==> config.mk <==
export PLATFORM = sky130hd
export DESIGN_NAME = pee_ctrl
export DESIGN_NICKNAME = d
export VERILOG_FILES = /design/src/hdl/pee_ctrl.v /design/src/hdl/pee_timer.v
export VERILOG_INCLUDE_DIRS = /design/src /design/src/hdl
export SDC_FILE = /design/constraint.sdc
export NUM_CORES = 1
export LEC_CHECK = 0
export BUFFER_PORTS_ARGS = -buffer_cell sky130_fd_sc_hd__buf_2
export CAP_MARGIN = 10
export CELL_PAD_IN_SITES_DETAIL_PLACEMENT = 2
export CELL_PAD_IN_SITES_GLOBAL_PLACEMENT = 2
export CORE_UTILIZATION = 36
export DETAILED_ROUTE_END_ITERATION = 10
export PLACE_DENSITY = 0.83
export SLEW_MARGIN = 20
export SYNTH_ARGS = -nofsm -noshare
export SYNTH_HDL_FRONTEND = slang
export SYNTH_SLANG_ARGS = --single-unit
==> constraint.sdc <==
create_clock -name pclk -period 2.8 [get_ports pclk]
set_input_delay 0.14 -clock pclk [delete_from_list [all_inputs] [get_ports pclk]]
set_output_delay 0.14 -clock pclk [all_outputs]
set_load 0.03 [all_outputs]
==> src/hdl/pee_map.vh <==
// Purpose: constants for the parallel memory access controller
// Assumes: 100 MHz pclk, APB register port
// Notes:   offsets are byte addresses of 32-bit words
`ifndef PEE_MAP_VH
`define PEE_MAP_VH
// ----------------------------------------------------------------
// Register offsets
// ----------------------------------------------------------------
`define PEE_OFF_CTRL    12'h000
`define PEE_OFF_ADDR    12'h004
`define PEE_OFF_WDATA   12'h008
`define PEE_OFF_STATUS  12'h00C
`define PEE_OFF_RDATA   12'h010
// ----------------------------------------------------------------
// Control fields and commands
// ----------------------------------------------------------------
`define PEE_CMD_LSB     0
`define PEE_CMD_W       3
`define PEE_ID_BIT      4
`define PEE_ERASE_BIT   5
`define PEE_CMD_NONE    3'h0
`define PEE_CMD_READ    3'h1
`define PEE_CMD_LOAD    3'h2
`define PEE_CMD_POLL    3'h3
`define PEE_CMD_PREFIX  3'h4
`define PEE_CMD_HWERASE 3'h5
// ----------------------------------------------------------------
// Status fields
// ----------------------------------------------------------------
`define PEE_ST_BUSY     0
`define PEE_ST_DONE     1
`define PEE_ST_TMO      2
`define PEE_ST_ERR      3
// ----------------------------------------------------------------
// Protection command bytes and addresses
// ----------------------------------------------------------------
`define PEE_SEQ_A0      15'h5555
`define PEE_SEQ_A1      15'h2AAA
`define PEE_SEQ_D0      8'hAA
`define PEE_SEQ_D1      8'h55
`define PEE_SEQ_D2      8'hA0
// ----------------------------------------------------------------
// Timing in ns and us, derived cycles at 10 ns, programming time in cycles
// ----------------------------------------------------------------
`define PEE_CLK_NS      10
`define PEE_TWP_NS      100
`define PEE_TWPH_NS     50
`define PEE_TACC_NS     70
`define PEE_BYTE_LOAD_WINDOW_US     150
`define PEE_TWP_CYC     ((`PEE_TWP_NS + `PEE_CLK_NS - 1) / `PEE_CLK_NS)
`define PEE_TWPH_CYC    ((`PEE_TWPH_NS + `PEE_CLK_NS - 1) / `PEE_CLK_NS)
`define PEE_TACC_CYC    ((`PEE_TACC_NS + `PEE_CLK_NS - 1) / `PEE_CLK_NS + 1)
`define PEE_BYTE_LOAD_WINDOW_CYC    ((`PEE_BYTE_LOAD_WINDOW_US * 1000) / `PEE_CLK_NS)
`define PEE_TWC_CYC     1000000
`endif

==> src/hdl/pee_ctrl.v <==
// Purpose: host controller driving a byte-wide parallel memory
// Assumes: memory pins synchronous to pclk, APB register port
// Notes:   one bus cycle per command, three for PREFIX; software orders the sequence
// Notes on behaviour
// - Write: strobe low with chip select low, output drive high.
// - Page holds up to 64 bytes programmed together.
// - Next page byte loaded within 150 us window.
// - Same page address held for each load of a page.
// - Three-byte sequence sets lock after programming time.
// - Sequence: AA to 5555, 55 to 2AAA, A0 to 5555.
// - Locked writes preceded by the same three-byte sequence.
// - Command bytes follow page timing and are not stored.
// - Chip erase by software code or elevated output drive; only the elevated drive (PEE_CMD_HWERASE) is built here.
//
// Design decisions made here: the APB register port and the register addresses.
`include "pee_map.vh"
`timescale 1ns/100ps
`default_nettype none
module pee_ctrl #(
  parameter TWC_CYC  = `PEE_TWC_CYC,
  parameter BYTE_LOAD_WINDOW_CYC = `PEE_BYTE_LOAD_WINDOW_CYC
) (
  // Clock and reset
  input  wire        pclk,
  input  wire        presetn,
  // APB slave
  input  wire        psel,
  input  wire        penable,
  input  wire        pwrite,
  input  wire [11:0] paddr,
  input  wire [31:0] pwdata,
  output reg  [31:0] prdata,
  output reg         pready,
  output reg         pslverr,
  // Memory pins
  output reg  [14:0] mem_addr,
  output reg         chip_select_n,
  output reg         output_drive_n,
  output reg         write_strobe_n,
  input  wire [7:0]  mem_data_in,
  output reg  [7:0]  mem_data_out,
  output reg         mem_data_oe,
  output reg         id_access_pin,
  output reg         erase_drive_hv
);
  localparam S_IDLE = 6'b000001;
  localparam S_RDLO = 6'b000010;
  localparam S_WRLO = 6'b000100;
  localparam S_WRHI = 6'b001000;
  localparam S_PREF = 6'b010000;
  localparam S_WAIT = 6'b100000;

  reg [5:0]  st_r;
  reg [14:0] addr_r;
  reg [7:0]  wdata_r;
  reg [7:0]  rdata_r;
  reg [7:0]  prev_r;
  reg        id_r;
  reg        erase_r;
  reg        busy_r;
  reg        done_r;
  reg        tmo_r;
  reg        err_r;
  reg        win_r;
  reg [1:0]  pidx_r;
  reg        seen_r;
  reg        tload;
  reg [23:0] tval;
  reg        wload;
  wire       tzero;
  wire       wzero;
  wire       acc;
  wire       wr;
  wire [2:0] cmd;

  assign acc = psel & penable & ~pready;
  assign wr  = acc & pwrite;
  assign cmd = pwdata[`PEE_CMD_LSB +: `PEE_CMD_W];

  function [23:0] cyc;
    input integer n;
    begin
      cyc = n[23:0];
    end
  endfunction

  function [14:0] seq_addr;
    input [1:0] i;
    begin
      seq_addr = (i == 2'd1) ? `PEE_SEQ_A1 : `PEE_SEQ_A0;
    end
  endfunction

  function [7:0] seq_data;
    input [1:0] i;
    begin
      case (i)
        2'd0:    seq_data = `PEE_SEQ_D0;
        2'd1:    seq_data = `PEE_SEQ_D1;
        default: seq_data = `PEE_SEQ_D2;
      endcase
    end
  endfunction

  // Strobe width timer
  pee_timer #(.W(24)) u_strobe (
    .pclk    (pclk),
    .presetn (presetn),
    .load    (tload),
    .value   (tval),
    .zero    (tzero)
  );

  // Byte load window
  pee_timer #(.W(24)) u_window (
    .pclk    (pclk),
    .presetn (presetn),
    .load    (wload),
    .value   (cyc(BYTE_LOAD_WINDOW_CYC)),
    .zero    (wzero)
  );

  // ----------------------------------------------------------------
  // Pin sequencer
  // ----------------------------------------------------------------
  always @* begin
    tload = 1'b0;
    tval  = 24'h000000;
    wload = 1'b0;
    case (st_r)
      S_IDLE: begin
        if (wr && paddr == `PEE_OFF_CTRL && cmd != `PEE_CMD_NONE) begin
          tload = 1'b1;
          tval  = (cmd == `PEE_CMD_HWERASE) ? cyc(TWC_CYC) :
                  (cmd == `PEE_CMD_READ || cmd == `PEE_CMD_POLL) ?
                  cyc(`PEE_TACC_CYC) : cyc(`PEE_TWP_CYC);
        end
      end
      S_WRLO: begin
        if (tzero) begin
          tload = 1'b1;
          tval  = cyc(`PEE_TWPH_CYC);
          wload = 1'b1;
        end
      end
      S_WRHI: begin
        if (tzero && pidx_r != 2'd0 && pidx_r != 2'd3) begin
          tload = 1'b1;
          tval  = cyc(`PEE_TWP_CYC);
        end
      end
      default: tload = 1'b0;
    endcase
  end

  always @(posedge pclk or negedge presetn) begin
    if (!presetn) begin
      st_r <= S_IDLE;
      chip_select_n <= 1'b1;
      output_drive_n <= 1'b1;
      write_strobe_n <= 1'b1;
      mem_addr <= 15'h0000;
      mem_data_out <= 8'h00;
      mem_data_oe <= 1'b0;
      id_access_pin <= 1'b0;
      erase_drive_hv <= 1'b0;
      rdata_r <= 8'h00;
      prev_r <= 8'h00;
      busy_r <= 1'b0;
      done_r <= 1'b0;
      tmo_r <= 1'b0;
      err_r <= 1'b0;
      win_r <= 1'b0;
      pidx_r <= 2'd0;
      seen_r <= 1'b0;
      pready <= 1'b0;
      pslverr <= 1'b0;
      prdata <= 32'h00000000;
      addr_r <= 15'h0000;
      wdata_r <= 8'h00;
      id_r <= 1'b0;
      erase_r <= 1'b0;
    end else begin
      pready  <= 1'b0;
      pslverr <= 1'b0;
      if (win_r && wzero) begin
        win_r <= 1'b0;
        tmo_r <= 1'b1;
      end
      case (st_r)
        S_IDLE: begin
          if (acc && !pwrite) begin
            pready <= 1'b1;
            case (paddr)
              `PEE_OFF_CTRL:   prdata <= {26'h0, erase_r, id_r, 4'h0};
              `PEE_OFF_ADDR:   prdata <= {17'h0, addr_r};
              `PEE_OFF_WDATA:  prdata <= {24'h0, wdata_r};
              `PEE_OFF_STATUS: prdata <= {28'h0, err_r, tmo_r,
                                          done_r, busy_r};
              `PEE_OFF_RDATA:  prdata <= {24'h0, rdata_r};
              default: begin
                prdata  <= 32'h00000000;
                pslverr <= 1'b1;
              end
            endcase
          end else if (wr) begin
            case (paddr)
              `PEE_OFF_ADDR:  addr_r <= pwdata[14:0];
              `PEE_OFF_WDATA: wdata_r <= pwdata[7:0];
              `PEE_OFF_CTRL: begin
                id_r    <= pwdata[`PEE_ID_BIT];
                id_access_pin <= pwdata[`PEE_ID_BIT];
                erase_r <= pwdata[`PEE_ERASE_BIT];
              end
              default: pslverr <= 1'b1;
            endcase
            if (paddr != `PEE_OFF_CTRL || cmd == `PEE_CMD_NONE)
              pready <= 1'b1;
            else begin
              done_r <= 1'b0;
              mem_addr <= addr_r;
              case (cmd)
                `PEE_CMD_READ, `PEE_CMD_POLL: begin
                  chip_select_n  <= 1'b0;
                  output_drive_n <= 1'b0;
                  st_r <= S_RDLO;
                end
                `PEE_CMD_PREFIX: begin
                  mem_addr <= seq_addr(2'd0);
                  mem_data_out <= seq_data(2'd0);
                  mem_data_oe <= 1'b1;
                  chip_select_n  <= 1'b0;
                  write_strobe_n <= 1'b0;
                  pidx_r <= 2'd1;
                  st_r <= S_WRLO;
                end
                `PEE_CMD_HWERASE: begin
                  chip_select_n  <= 1'b0;
                  write_strobe_n <= 1'b0;
                  erase_drive_hv <= 1'b1;
                  st_r <= S_WAIT;
                end
                `PEE_CMD_LOAD: begin
                  mem_data_out <= wdata_r;
                  mem_data_oe <= 1'b1;
                  chip_select_n  <= 1'b0;
                  write_strobe_n <= 1'b0;
                  pidx_r <= 2'd0;
                  st_r <= S_WRLO;
                end
                default: begin
                  err_r <= 1'b1;
                  pready <= 1'b1;
                end
              endcase
            end
          end
        end
        S_RDLO: begin
          if (tzero) begin
            rdata_r <= mem_data_in;
            prev_r  <= mem_data_in;
            // Done once toggle stops; locked writes store no data
            if (busy_r && seen_r && mem_data_in[6] == prev_r[6]) begin
              busy_r <= 1'b0;
              done_r <= 1'b1;
            end
            seen_r <= 1'b1;
            chip_select_n  <= 1'b1;
            output_drive_n <= 1'b1;
            pready <= 1'b1;
            st_r <= S_IDLE;
          end
        end
        S_WRLO: begin
          // Pulse held well past 15 ns
          if (tzero) begin
            write_strobe_n <= 1'b1;
            chip_select_n  <= 1'b1;
            win_r <= 1'b1;
            tmo_r <= win_r & wzero;
            busy_r <= 1'b1;
            seen_r <= 1'b0;
            st_r <= S_WRHI;
          end
        end
        S_WRHI: begin
          if (tzero) begin
            mem_data_oe <= 1'b0;
            if (pidx_r != 2'd0 && pidx_r != 2'd3) begin
              mem_addr <= seq_addr(pidx_r);
              mem_data_out <= seq_data(pidx_r);
              mem_data_oe <= 1'b1;
              chip_select_n  <= 1'b0;
              write_strobe_n <= 1'b0;
              pidx_r <= pidx_r + 2'd1;
              st_r <= S_WRLO;
            end else begin
              pidx_r <= 2'd0;
              pready <= 1'b1;
              st_r <= S_IDLE;
            end
          end
        end
        S_WAIT: begin
          if (tzero) begin
            chip_select_n  <= 1'b1;
            write_strobe_n <= 1'b1;
            erase_drive_hv <= 1'b0;
            done_r <= 1'b1;
            pready <= 1'b1;
            st_r <= S_IDLE;
          end
        end
        default: st_r <= S_IDLE;
      endcase
    end
  end
endmodule
`default_nettype wire

==> src/hdl/pee_timer.v <==
// Purpose: down counter for strobe widths and load windows
// Assumes: load has priority over counting
// Notes:   zero flag is registered
`timescale 1ns/100ps
`default_nettype none
module pee_timer #(
  parameter W = 24
) (
  // Clock and reset
  input  wire         pclk,
  input  wire         presetn,
  // Control
  input  wire         load,
  input  wire [W-1:0] value,
  // Status
  output reg          zero
);
  reg [W-1:0] cnt_r;
  always @(posedge pclk or negedge presetn) begin
    if (!presetn) begin
      cnt_r <= {W{1'b0}};
      zero  <= 1'b1;
    end else if (load) begin
      cnt_r <= value;
      zero  <= (value == {W{1'b0}});
    end else if (cnt_r != {W{1'b0}}) begin
      cnt_r <= cnt_r - {{(W-1){1'b0}}, 1'b1};
      zero  <= (cnt_r == {{(W-1){1'b0}}, 1'b1});
    end
  end
endmodule
`default_nettype wire

* Yosys cells after proc, flatten, opt, wreduce, memory -nomap -nowiden
Index checks and enable logic that the tools add are counted.
** Operators by class
- $add $sub $neg :: 3
- Equal/unequal tests :: 38
- Mux-type cells :: 111
- Bitwise logic cells :: 8
- Reduce and logical (&&, ||, !) cells :: 57
** Operators by type and width (count)
- $mux 15 :: 7
- $mux 24 :: 4
- $pmux 15 s5 :: 1
- $pmux 20 s3 :: 1
- $mux 1 :: 58
- $eq 24x1->1 const B :: 2
- $pmux 8 s2 :: 3
- $reduce_bool 24->1 :: 2
- $sub 24x1->24 const B :: 2
- $mux 20 :: 2
- $mux 8 :: 5
- $mux 6 :: 6
- $pmux 15 s2 :: 1
- $reduce_and 6->1 :: 5
- $eq 12x4->1 const B :: 2
- $logic_not 24->1 :: 1
- $pmux 6 s4 :: 1
- $reduce_and 7->1 :: 3
- $ne 2x2->1 const B :: 10
- $pmux 6 s3 :: 1
- $ne 2x1->1 const B :: 8
- $reduce_and 4->1 :: 4
- $reduce_and 8->1 :: 2
- $pmux 1 s3 :: 5
- other kinds (37) :: 81
** Storage, ports and cells
- Bits in registers :: 159
- Word-level logic and storage cells :: 244

* Longest topological paths before layout
Gate-level depths: netlist of the first run.
- Depth after elaboration :: 9
- Depth in mapped cells :: 9

* By module
A second synthesis of the first run with hierarchy kept.
** Second synthesis, totals
- Cell total of the unflattened synthesis :: 801
- Area total of the unflattened synthesis :: 8036.5 um^2
** Modules (own cells, without submodules)
- pee_ctrl :: instances 1, cells an instance 444, area each 4783.3 um^2
- pee_timer at u_window :: instances 1, cells an instance 185, area each 1676.6 um^2
- pee_timer at u_strobe :: instances 1, cells an instance 172, area each 1576.5 um^2

* Worst setup path after synthesis of the first run
No wires, ideal clock.
- Path kind :: reg-to-reg
- Start :: register pready
- End :: register u_strobe.cnt_r[1]
- Library setup time :: 0.122 ns
- Arrival :: 1.935 ns
- Path slack :: 0.743 ns
- Cell stages (with the launch flop) :: 7
- Path buffers :: 2
- Period minus slack after synthesis :: 2.057 ns
- Path through :: dfrtp_1 -> nand3b_1 -> or4_1 -> buf_2 -> and3_4 -> buf_6 -> a32o_1
** On the way
- Cells in the longest elaborated chain, start to end :: 8
- Elaborated cells on any way between the ends :: 11
** Ends and longest elaborated chain
- start, declared :: line pee_ctrl.v:33 : output reg pready,
- start signal, assigned :: line pee_ctrl.v:176 : pready <= 1'b0;
- start signal, assigned :: line pee_ctrl.v:184 : pready <= 1'b0;
- start signal, assigned :: line pee_ctrl.v:193 : pready <= 1'b1;
- $not 1->1 (*) :: line pee_ctrl.v:76 : assign acc = psel & penable & ~pready;
- $and 1x1->1 (*) :: line pee_ctrl.v:76
- $and 1x1->1 (*) :: line pee_ctrl.v:77 : assign wr = acc & pwrite;
- $logic_and 1x1->1 (no line) (*) (2 in a row)
- $mux 20 / $mux 1 (equally long branches) :: line pee_ctrl.v:132 : if (wr && paddr == `PEE_OFF_CTRL && cmd != `PEE_CMD_NONE) begin
- $pmux 20 s3 / $pmux 1 s3 (equally long branches) :: line pee_ctrl.v:130 : case (st_r)
- $mux 24 / $reduce_bool 2->1 (equally long branches)
- end signal, assigned :: line pee_timer.v:21 : cnt_r <= {W{1'b0}};
- end signal, assigned :: line pee_timer.v:24 : cnt_r <= value;
- end signal, assigned :: line pee_timer.v:27 : cnt_r <= cnt_r - {{(W-1){1'b0}}, 1'b1};
- end, declared :: line pee_timer.v:18 : reg [W-1:0] cnt_r;
Every way passes the cells marked *; elsewhere a longest branch is shown, timed or not.
A chain may end at the register's enable or synchronous reset.

* Final worst setup path of the first run
- Start :: register u_strobe.cnt_r[18]
- End :: register u_strobe.cnt_r[13]
** On the way
- Cells in the longest elaborated chain, start to end :: 2
** Ends and longest elaborated chain
- $reduce_bool 24->1 :: line pee_timer.v:26 : end else if (cnt_r != {W{1'b0}}) begin
- $reduce_bool 2->1 (no line)
No other way between the ends.

==> metrics.cfg, run 1 <==
[sta]
finalSetupTns_ps = 0
tightestPinTransition_ps = 839
drv_slew = 0
hold_violations = 0
max_slew_margin = 0.435
setup_viol = 0
finalCriticalPeriod_ps = 2500
max_freq_ghz = 0.399
setup_ws_ps = 296
finClkSkew_ps = 17.3
rsz0062_at_grt = false
period_share = 0.894

[yosys]
synthCells = 691
synth_top_family_by_area = simple AND/OR/NAND/NOR gates
async_flop_share = 1.00
synth_area_um2 = 7030
synth_simple_gate_area_share = 0.195
yosysTopAreaCell = dfrtp_1
synth_edf_count = 0
synth_warnings = 0
yosysSeqAreaShare = 0.503
synth_cell_type_count = 64
avgSynthCellArea_um2 = 10.2
synth_area_leaders = dfrtp_1 48%, mux2_2 4.3%, nor2_1 4.0%
synthAdderAreaFrac = 0.0160
synthFlopType = dfrtp_1
muxShareOfSynthArea = 0.0705
synth-xor-area-share = 0.0461
synth-compound-area-share = 0.119
ys_seq_elements = 141
synthDominantCellAreaShare = 0.481

[flow_run]
cap_viol_max_count = 0

[min_path]
min_path_type = input port to register

[placed_design]
hpwl_um = 16500
port_buffers = 85
placed_area_um2 = 7690
place_inst = 1020
post-place-ws_ps = 372
place.gp.congestion = 0.804

[setup_path]
cp-end-kind = register
arrival_ps = 2820
cp.required_ps = 3110
path_class = register to register
crit_path_start_kind = register
crit_chain = or4_4 -> nand4bb_1 -> nor3_4 -> buf_4 -> nor4_1 -> xnor2_1 -> nor2_1
cpPeakStageDelay_ps = 590
cp_max_fo = 9
slowest_stage = or4_4

[final_layout]
stdcell_area_um2 = 8510
nNetsFinal = 866
fin_util = 0.450
syn_to_final_growth_pct = 21.1
drive_gt1_frac = 0.224
final_cells = 1075

[power]
seq_power_share = 0.413
p_switching_mw = 2.60
p_int_mw = 4.53
pwr_density_cell_nw_per_um2 = 838
vdd_drop_max_v = 0.000527
pwr-share-clk = 0.331
pwr-share-comb = 0.256
swShare = 0.365
p_leak_nw = 3.89

[clocking]
htree_levels = 4
clk_latency_ps = 440
cts_root_buf = clkbuf_16
ctsResizeCount = 0
clock_path_buffers = 2
path_clk_slew_ps = 60
clkSinkCount = 141
tritoncts = yes
cts_made_buffers = 17

[grt]
grt_overflow_total = 0
grt_max_degree = 74
antenna_found_initial = 2
grt_use_total = 0.261
grt_pass1_vias = 6752
grt_pass1_wl_um = 39100

[floorplanning]
num_io_pins = 120
dieArea_um2 = 20100
die_h_um = 142
die_w_um = 142
initial_core_util = 0.372
coreArea_um2 = 18900
row_count = 50

[routing]
drt_pass1_iterations = 4
vias = 5909
post_drt_wl_per_cell_um = 23.2
drt_iter0_drc = 313
routed_wl_um = 25000
vias_per_cell = 5.50
drtAntennaViolNets = 0
drc_errors = 0

[outcome]
status = completed

==> stage by stage <==
stage,power [mW],hold WS (ps)
2_1_floorplan,4.09,-156
3_3_place_gp,4.51,218
3_5_place_dp,4.69,226
4_1_cts,7.09,44.7
5_1_grt,7.47,71.2
6_report,7.13,85.8
==> cell type report <==
class,count,area [um2]
Inverter,13,48.8
Multi-Input combinational cell,503,3210
Timing Repair Buffer,124,790
Sequential cell,141,3540
Tap cell,260,325
Antenna cell,2,5.00
Clock inverter,13,158
Clock buffer,19,443
Fill cell,2003,10400
==> path summary, 6_finish.rpt <==
kind	depth (start not counted)	to	slack, ps	start
worst max-delay path	7	u_strobe.cnt_r[13]	300	u_strobe.cnt_r[18]
worst min-delay path	2	addr_r[1]	90	pwdata[1]
worst min register to register	1	mem_data_out[2]	510	mem_data_out[2]
min in group asynchronous	2	u_window.cnt_r[23]	300	presetn
worst max register to register	7	u_strobe.cnt_r[13]	300	u_strobe.cnt_r[18]
max in group asynchronous	3	addr_r[1]	1590	presetn
==> per-layer routing <==
layer	share of wire	vias to the layer above	track usage
met5	0	-	0
met1	0.41	3035	0.308
met3	0.041	56	0.0499
met2	0.51	155	0.456
li1	-	2663	-
met4	0.033	0	0.122
==> state kept, by name, summed over array words and instances, names as in the netlist, 5 cells and up <==
signal,flops
u_strobe.cnt_r,24
u_window.cnt_r,24
addr_r,15
mem_addr,15
prdata,15
mem_data_out,8
prev_r,8
wdata_r,8
st_r,5
==> Yosys cell counts (all sizes together), types with 15 or more instances <==
| library cell | instances |
|---|---|
| buf | 31 |
| dfrtp | 135 |
| o21ai | 44 |
| xnor2 | 16 |
| nor2 | 74 |
| xor2 | 21 |
| and3 | 15 |
| clkbuf | 19 |
| nor4 | 18 |
| nand2 | 50 |
| nand3 | 26 |
| a21oi | 36 |
| nor3 | 29 |
| mux2 | 36 |
==> cell families (layout without fill, tap and decap cells) <==
group | after synthesis | in the layout
and+or+nand+nor | 260 | 260
xor gates and xnor gates | 37 | 37
DFF | 141 | 141
adders and majority gates | 9 | 9
buffers and inverters | 63 | 169
other | 1 | 19
AOI/OAI and AO/OA | 135 | 135
muxes | 45 | 45
==> timing repair <==
item,4_1_cts,5_1_grt
hold buffers,21,0
endpoints found under the hold margin,89,0
setup buffers,0,0
==> worst max-delay path, delay by kind of cell, from the launching register on <==
kind	cells	cell delay, ps
XOR/XNOR	1	190
flip-flops	1	420
buffers and inverters	1	260
AND/OR/NAND/NOR	5	1520
==> power by group through the flow <==
stage	logic (mW)	clock network, mW	registers (mW)
5_1_grt	2.02	2.45	3.00
4_1_cts	1.80	2.35	2.94
3_3_place_gp	1.62	0	2.89
6_report	1.83	2.36	2.95
2_1_floorplan	1.13	0	2.96
3_5_place_dp	1.74	0	2.95
==> layout by cell type, fill, tap and decap left out, types with 16 or more instances in the layout <==
| cell | n |
|---|---|
| dlygate4sd3_1 | 21 |
| nor2_1 | 74 |
| nand3_1 | 26 |
| o21ai_0 | 43 |
| clkbuf_16 | 17 |
| a21oi_1 | 35 |
| nand2_1 | 50 |
| dfrtp_1 | 135 |
| buf_4 | 17 |
| xor2_1 | 21 |
| mux2_2 | 27 |
| xnor2_1 | 16 |
| conb_1 | 17 |
| buf_2 | 84 |
| nor3_1 | 27 |
No activity file was read; power rests on OpenSTA's default activity.
==> run 2: changes to the inputs <==
--- a/config.mk
+++ b/config.mk
@@ -10,6 +10,7 @@
 export CAP_MARGIN = 10
 export CELL_PAD_IN_SITES_DETAIL_PLACEMENT = 2
 export CELL_PAD_IN_SITES_GLOBAL_PLACEMENT = 2
+export CORE_MARGIN = 4
 export CORE_UTILIZATION = 36
 export DETAILED_ROUTE_END_ITERATION = 10
 export PLACE_DENSITY = 0.83
==> metrics.cfg, run 2 (same netlist as run 1, synthesis figures left out) <==
[clocking]
cts_root_buf = clkbuf_16
clk_latency_ps = 450  ; about the same
clock_path_buffers = 2  ; unchanged
tritoncts = yes
path_clk_slew_ps = 70  ; about the same
htree_levels = 4  ; unchanged
clkSinkCount = 141  ; unchanged
cts_made_buffers = 17  ; unchanged
cts_setup_buffers = 0  ; unchanged

[placed_design]
place_inst = 1019  ; -0.098%
hpwl_um = 16600  ; +0.61%
post-place-ws_ps = 298  ; -73.8 ps
place.gp.congestion = 0.869  ; +8.2%
port_buffers = 85  ; unchanged

[floorplanning]
die_w_um = 148  ; +4.2%
die_h_um = 148  ; +4.2%
initial_core_util = 0.371  ; -0.00123
row_count = 50  ; unchanged
coreArea_um2 = 19000  ; +0.33%
num_io_pins = 120  ; unchanged
dieArea_um2 = 21800  ; +8.6%

[power]
vdd_drop_max_v = 0.000483  ; -8.4%
p_int_mw = 4.38  ; -3.2%
pwr-share-comb = 0.262  ; +0.006
pwr-share-clk = 0.328  ; -0.003
swShare = 0.390  ; +0.0256
pwr_density_cell_nw_per_um2 = 844  ; +0.72%
power_mw = 7.19  ; +0.85%
seq_power_share = 0.410  ; -0.003
p_leak_nw = 3.90  ; +0.10%
p_switching_mw = 2.81  ; +7.9%

[flow_run]
cap_viol_max_count = 0  ; unchanged

[final_layout]
reg_top3 = u_strobe.cnt_r: 24 flops, u_window.cnt_r: 24 flops
nNetsFinal = 865  ; -0.12%
ff_latch_area_um2 = 3540  ; unchanged
layout_commonest_cell = dfrtp_1
fillers = 1935  ; -3.4%
layout_common_cells = 135 x dfrtp_1, 84 x buf_2, 74 x nor2_1, 50 x nand2_1, 43 x o21ai_0
multi_input_comb_area_um2 = 3210  ; +0.16%
drive_gt1_frac = 0.225  ; +0.00151
syn_to_final_growth_pct = 21.3
final_cells = 1074  ; -0.093%

[routing]
vias = 6067  ; +2.7%
drt_pass1_iterations = 5  ; +1
vias_per_cell = 5.65  ; +2.8%
drc_errors = 0  ; unchanged
drt_iter0_drc = 484  ; +55%
post_drt_wl_per_cell_um = 25.1  ; +8.2%
drtAntennaViolNets = 0  ; unchanged
routed_wl_um = 27000  ; +8.1%

[sta]
hold_violations = 0  ; unchanged
finalSetupTns_ps = 0  ; unchanged
rsz0062_at_grt = false
max_slew_margin = 0.363  ; -0.0717
setup_ws_ps = 141  ; -155 ps
finalCriticalPeriod_ps = 2660  ; +155 ps
drv_slew = 0  ; unchanged
finClkSkew_ps = 17.8  ; +0.535 ps
max_freq_ghz = 0.376  ; -5.8%
period_share = 0.950  ; +0.0553
tightestPinTransition_ps = 947  ; +108 ps
setup_viol = 0  ; unchanged

[grt]
antenna_found_initial = 2  ; unchanged
grt_pass1_vias = 6875  ; +1.8%
grt_pass1_wl_um = 42800  ; +9.4%
grt_use_total = 0.254  ; -0.00657
grt_overflow_total = 0  ; unchanged
grt_max_degree = 71  ; -4.1%

[setup_path]
arrival_ps = 3000  ; +180 ps
path_class = register to register
cp.required_ps = 3150  ; +40 ps
cp_max_fo = 30  ; +21
cp-end-kind = register
crit_path_start_kind = register

[outcome]
status = completed

[min_path]
min_path_type = input port to register

[run 2: changes by cell type in the layout (fill, tap and decap cells not counted), moves of 2 or more]
cell	delta
bufinv_16	-2
clkinv_4	-4
clkinv_8	+6
inv_8	+4
[run 2: what timing repair did]
action,4_1_cts,5_1_grt
hold endpoints to repair,95,0
resized for setup,0,1
hold buffers,21,0
endpoints found under the setup margin,0,3
[run 2: layout make-up]
class | instances | share of cell area
Tap cell | 260 | 0.0382
Antenna cell | 2 | 0.000587
Sequential cell | 141 | 0.415
Multi-Input combinational cell | 503 | 0.377
Inverter | 13 | 0.00573
Clock inverter | 15 | 0.0222
Clock buffer | 17 | 0.0499
Timing Repair Buffer | 123 | 0.0918
[run 2: path summary, 6_finish.rpt]
| path | from | depth (start not counted) | end | slack [ps] |
|---|---|---|---|---|
| worst max-delay path | st_r[5] | 7 | mem_addr[3] | 140 |
| worst min-delay path | pwdata[2] | 2 | output_drive_n | 80 |
| worst max register to register | st_r[5] | 7 | mem_addr[3] | 140 |
| worst min register to register | output_drive_n | 2 | output_drive_n | 490 |
| max in group asynchronous | presetn | 3 | prdata[9] | 1720 |
| min in group asynchronous | presetn | 2 | prev_r[0] | 280 |
[run 2: power by group through the flow]
stage	registers (mW)	logic (mW)	clock network [mW]
final	2.95	1.89	2.36
after floorplan	2.96	1.13	0
after CTS	2.92	1.85	2.37
after global routing	3.01	2.08	2.50
after detailed placement	2.94	1.75	0
after global placement	2.89	1.61	0
[run 2: per-layer routing]
metal / routed length [um] / GRT usage / up-vias / share of wire
met1: 11000 / 0.319 / 3172 / 0.41
met3: 1190 / 0.0411 / 53 / 0.044
met4: 743 / 0.0927 / 0 / 0.028
met5: 0 / 0 / - / 0
li1: - / - / 2648 / -
met2: 14000 / 0.442 / 194 / 0.52
[run 2: worst max-delay path, cell delays in order, from the launching register on]
cell and delay, ps:
dfrtp_1 420, nor2_1 440, nand3_1 210, or4_1 710, nand2_1 200, buf_4 320
nor2_1 100, a31oi_1 180
[run 2: metrics by stage]
step	instance area [um2]	util	hold slack, ps
after floorplan	7090	-	-156
after global placement	7690	0.406	191
after detailed placement	7690	0.406	196
after CTS	8510	0.449	32.1
after global routing	8520	0.450	67.5
final	8520	0.450	75.7
==> run 3: changes to the inputs <==
--- a/config.mk
+++ b/config.mk
@@ -13,7 +13,7 @@
 export CORE_MARGIN = 4
 export CORE_UTILIZATION = 36
 export DETAILED_ROUTE_END_ITERATION = 10
-export PLACE_DENSITY = 0.83
+export PLACE_DENSITY_LB_ADDON = 0.1
 export SLEW_MARGIN = 20
 export SYNTH_ARGS = -nofsm -noshare
 export SYNTH_HDL_FRONTEND = slang
==> metrics.cfg, run 3 (same netlist as run 1, synthesis figures left out) <==
[sta]
drv_slew = 0  ; unchanged
max_slew_margin = 0.420  ; +0.0576
setup_viol = 0  ; unchanged
period_share = 0.836  ; -0.114
finClkSkew_ps = 9.88  ; -7.97 ps
rsz0062_at_grt = false
finalSetupTns_ps = 0  ; unchanged
finalCriticalPeriod_ps = 2340  ; -318 ps
max_freq_ghz = 0.427  ; +14%
holdWs_ps = 89.3  ; +13.6 ps
hold_violations = 0  ; unchanged
tightestPinTransition_ps = 866  ; -80.8 ps

[min_path]
min_path_type = input port to register
hold_path_depth = 2  ; unchanged

[floorplanning]
coreArea_um2 = 19000  ; unchanged
num_io_pins = 120  ; unchanged
row_count = 50  ; unchanged
die_h_um = 148  ; unchanged
initial_core_util = 0.371  ; unchanged
dieArea_um2 = 21800  ; unchanged
die_w_um = 148  ; unchanged

[clocking]
tritoncts = yes
cts_root_buf = clkbuf_16
path_clk_slew_ps = 70  ; about the same
clk_latency_ps = 430  ; -20 ps
htree_levels = 4  ; unchanged
clkSinkCount = 141  ; unchanged
clock_path_buffers = 2  ; unchanged
cts_made_buffers = 17  ; unchanged
cts_setup_buffers = 0  ; unchanged

[power]
pwr_density_cell_nw_per_um2 = 833  ; -1.4%
p_leak_nw = 3.92  ; +0.57%
vdd_drop_max_v = 0.000390  ; -19%

[routing]
vias = 5760  ; -5.1%
drc_errors = 0  ; unchanged
drt_iter0_drc = 195  ; -60%
routed_wl_um = 21900  ; -19%
drtAntennaViolNets = 0  ; unchanged
vias_per_cell = 5.36  ; -5.1%
post_drt_wl_per_cell_um = 20.4  ; -19%
drt_pass1_iterations = 7  ; +2

[setup_path]
crit_path_start_kind = register
arrival_ps = 2660  ; -340 ps
cp-end-kind = register
cp_max_fo = 9  ; -70%
reg2reg_depth = 5  ; -2
path_class = register to register
cp.required_ps = 3120  ; -30 ps

[final_layout]
nNetsFinal = 868  ; +0.35%
drive_gt1_frac = 0.227  ; +0.00162
layout_common_cells = 135 x dfrtp_1, 84 x buf_2, 74 x nor2_1, 50 x nand2_1, 42 x o21ai_0
layout_commonest_cell = dfrtp_1
fin_util = 0.451  ; +0.00119
syn_to_final_growth_pct = 21.6
num_antenna_cells = 0  ; -2
reg_top3 = u_strobe.cnt_r: 24 flops, u_window.cnt_r: 24 flops

[placed_design]
port_buffers = 85  ; unchanged
place.gp.congestion = 0.781  ; -10%
hpwl_um = 15300  ; -7.6%

[grt]
antenna_found_initial = 0  ; -2
grt_max_degree = 73  ; +2.8%
grt_use_total = 0.206  ; -0.0476
grt_pass1_wl_um = 35800  ; -16%
grt_pass1_vias = 6402  ; -6.9%
grt_overflow_total = 0  ; unchanged

[flow_run]
cap_viol_max_count = 0  ; unchanged

[outcome]
status = completed

run 3: cell count changes in the layout (fill, tap and decap cells not counted), moves of 2 or more:
cell / delta
inv_8: -4
diode_2: -2
clkinv_8: -6
clkinv_4: +5
buf_4: +3
bufinv_16: +3
run 3: where the power goes:
group	internal, mW	leakage, nW	total [mW]	switching (mW)
Sequential	2.46	1.78	2.93	0.474
Combinational	0.728	1.84	1.79	1.06
Clock	1.45	0.307	2.40	0.952
run 3: timing repair:
| item | CTS | global route |
|---|---|---|
| endpoints found under the hold margin | 91 | 0 |
| gates resized for setup | 0 | 0 |
| hold buffers | 21 | 0 |
run 3: layout make-up:
| class | count | area [um2] |
|---|---|---|
| clock buffer | 18 | 439 |
| clock inverter | 14 | 185 |
| fill | 2032 | 10400 |
| inverter | 13 | 48.8 |
| multi-input combinational | 503 | 3210 |
| sequential | 141 | 3540 |
| tap | 260 | 325 |
| timing repair buffer | 126 | 805 |
run 3: routing by layer:
layer	GRT usage	part of all wire	up-vias
met2	0.356	0.50	100
li1	-	-	2666
met5	0	0	-
met4	0.0419	0.0076	0
met1	0.274	0.46	2982
met3	0.0371	0.032	12
run 3: path summary, 6_finish.rpt:
kind	slack, ps	start	to
min in group asynchronous	300	presetn	prdata[9]
worst min-delay path	90	pwdata[2]	output_drive_n
max in group asynchronous	1700	presetn	addr_r[6]
worst max register to register	460	pready	u_strobe.cnt_r[4]
worst min register to register	480	output_drive_n	output_drive_n
worst max-delay path	460	pready	u_strobe.cnt_r[4]
run 3: worst max-delay path, stage by stage, from the launching register on:
cell	delay, ps
dfrtp_1	380
nand3b_1	360
or4_1	790
nand3_1	390
buf_4	240
nor2_1	70
run 3: per-stage QoR:
stage / power, mW / instance area [um2] / std cells / setup WS, ps
after floorplan: 4.09 / 7090 / 707 / 743
after global placement: 4.57 / 7710 / 1022 / 493
after detailed placement: 4.71 / 7710 / 1022 / 442
after CTS: 7.20 / 8540 / 1075 / 461
after global routing: 7.56 / 8540 / 1075 / 248
final: 7.11 / 8540 / 1075 / 459
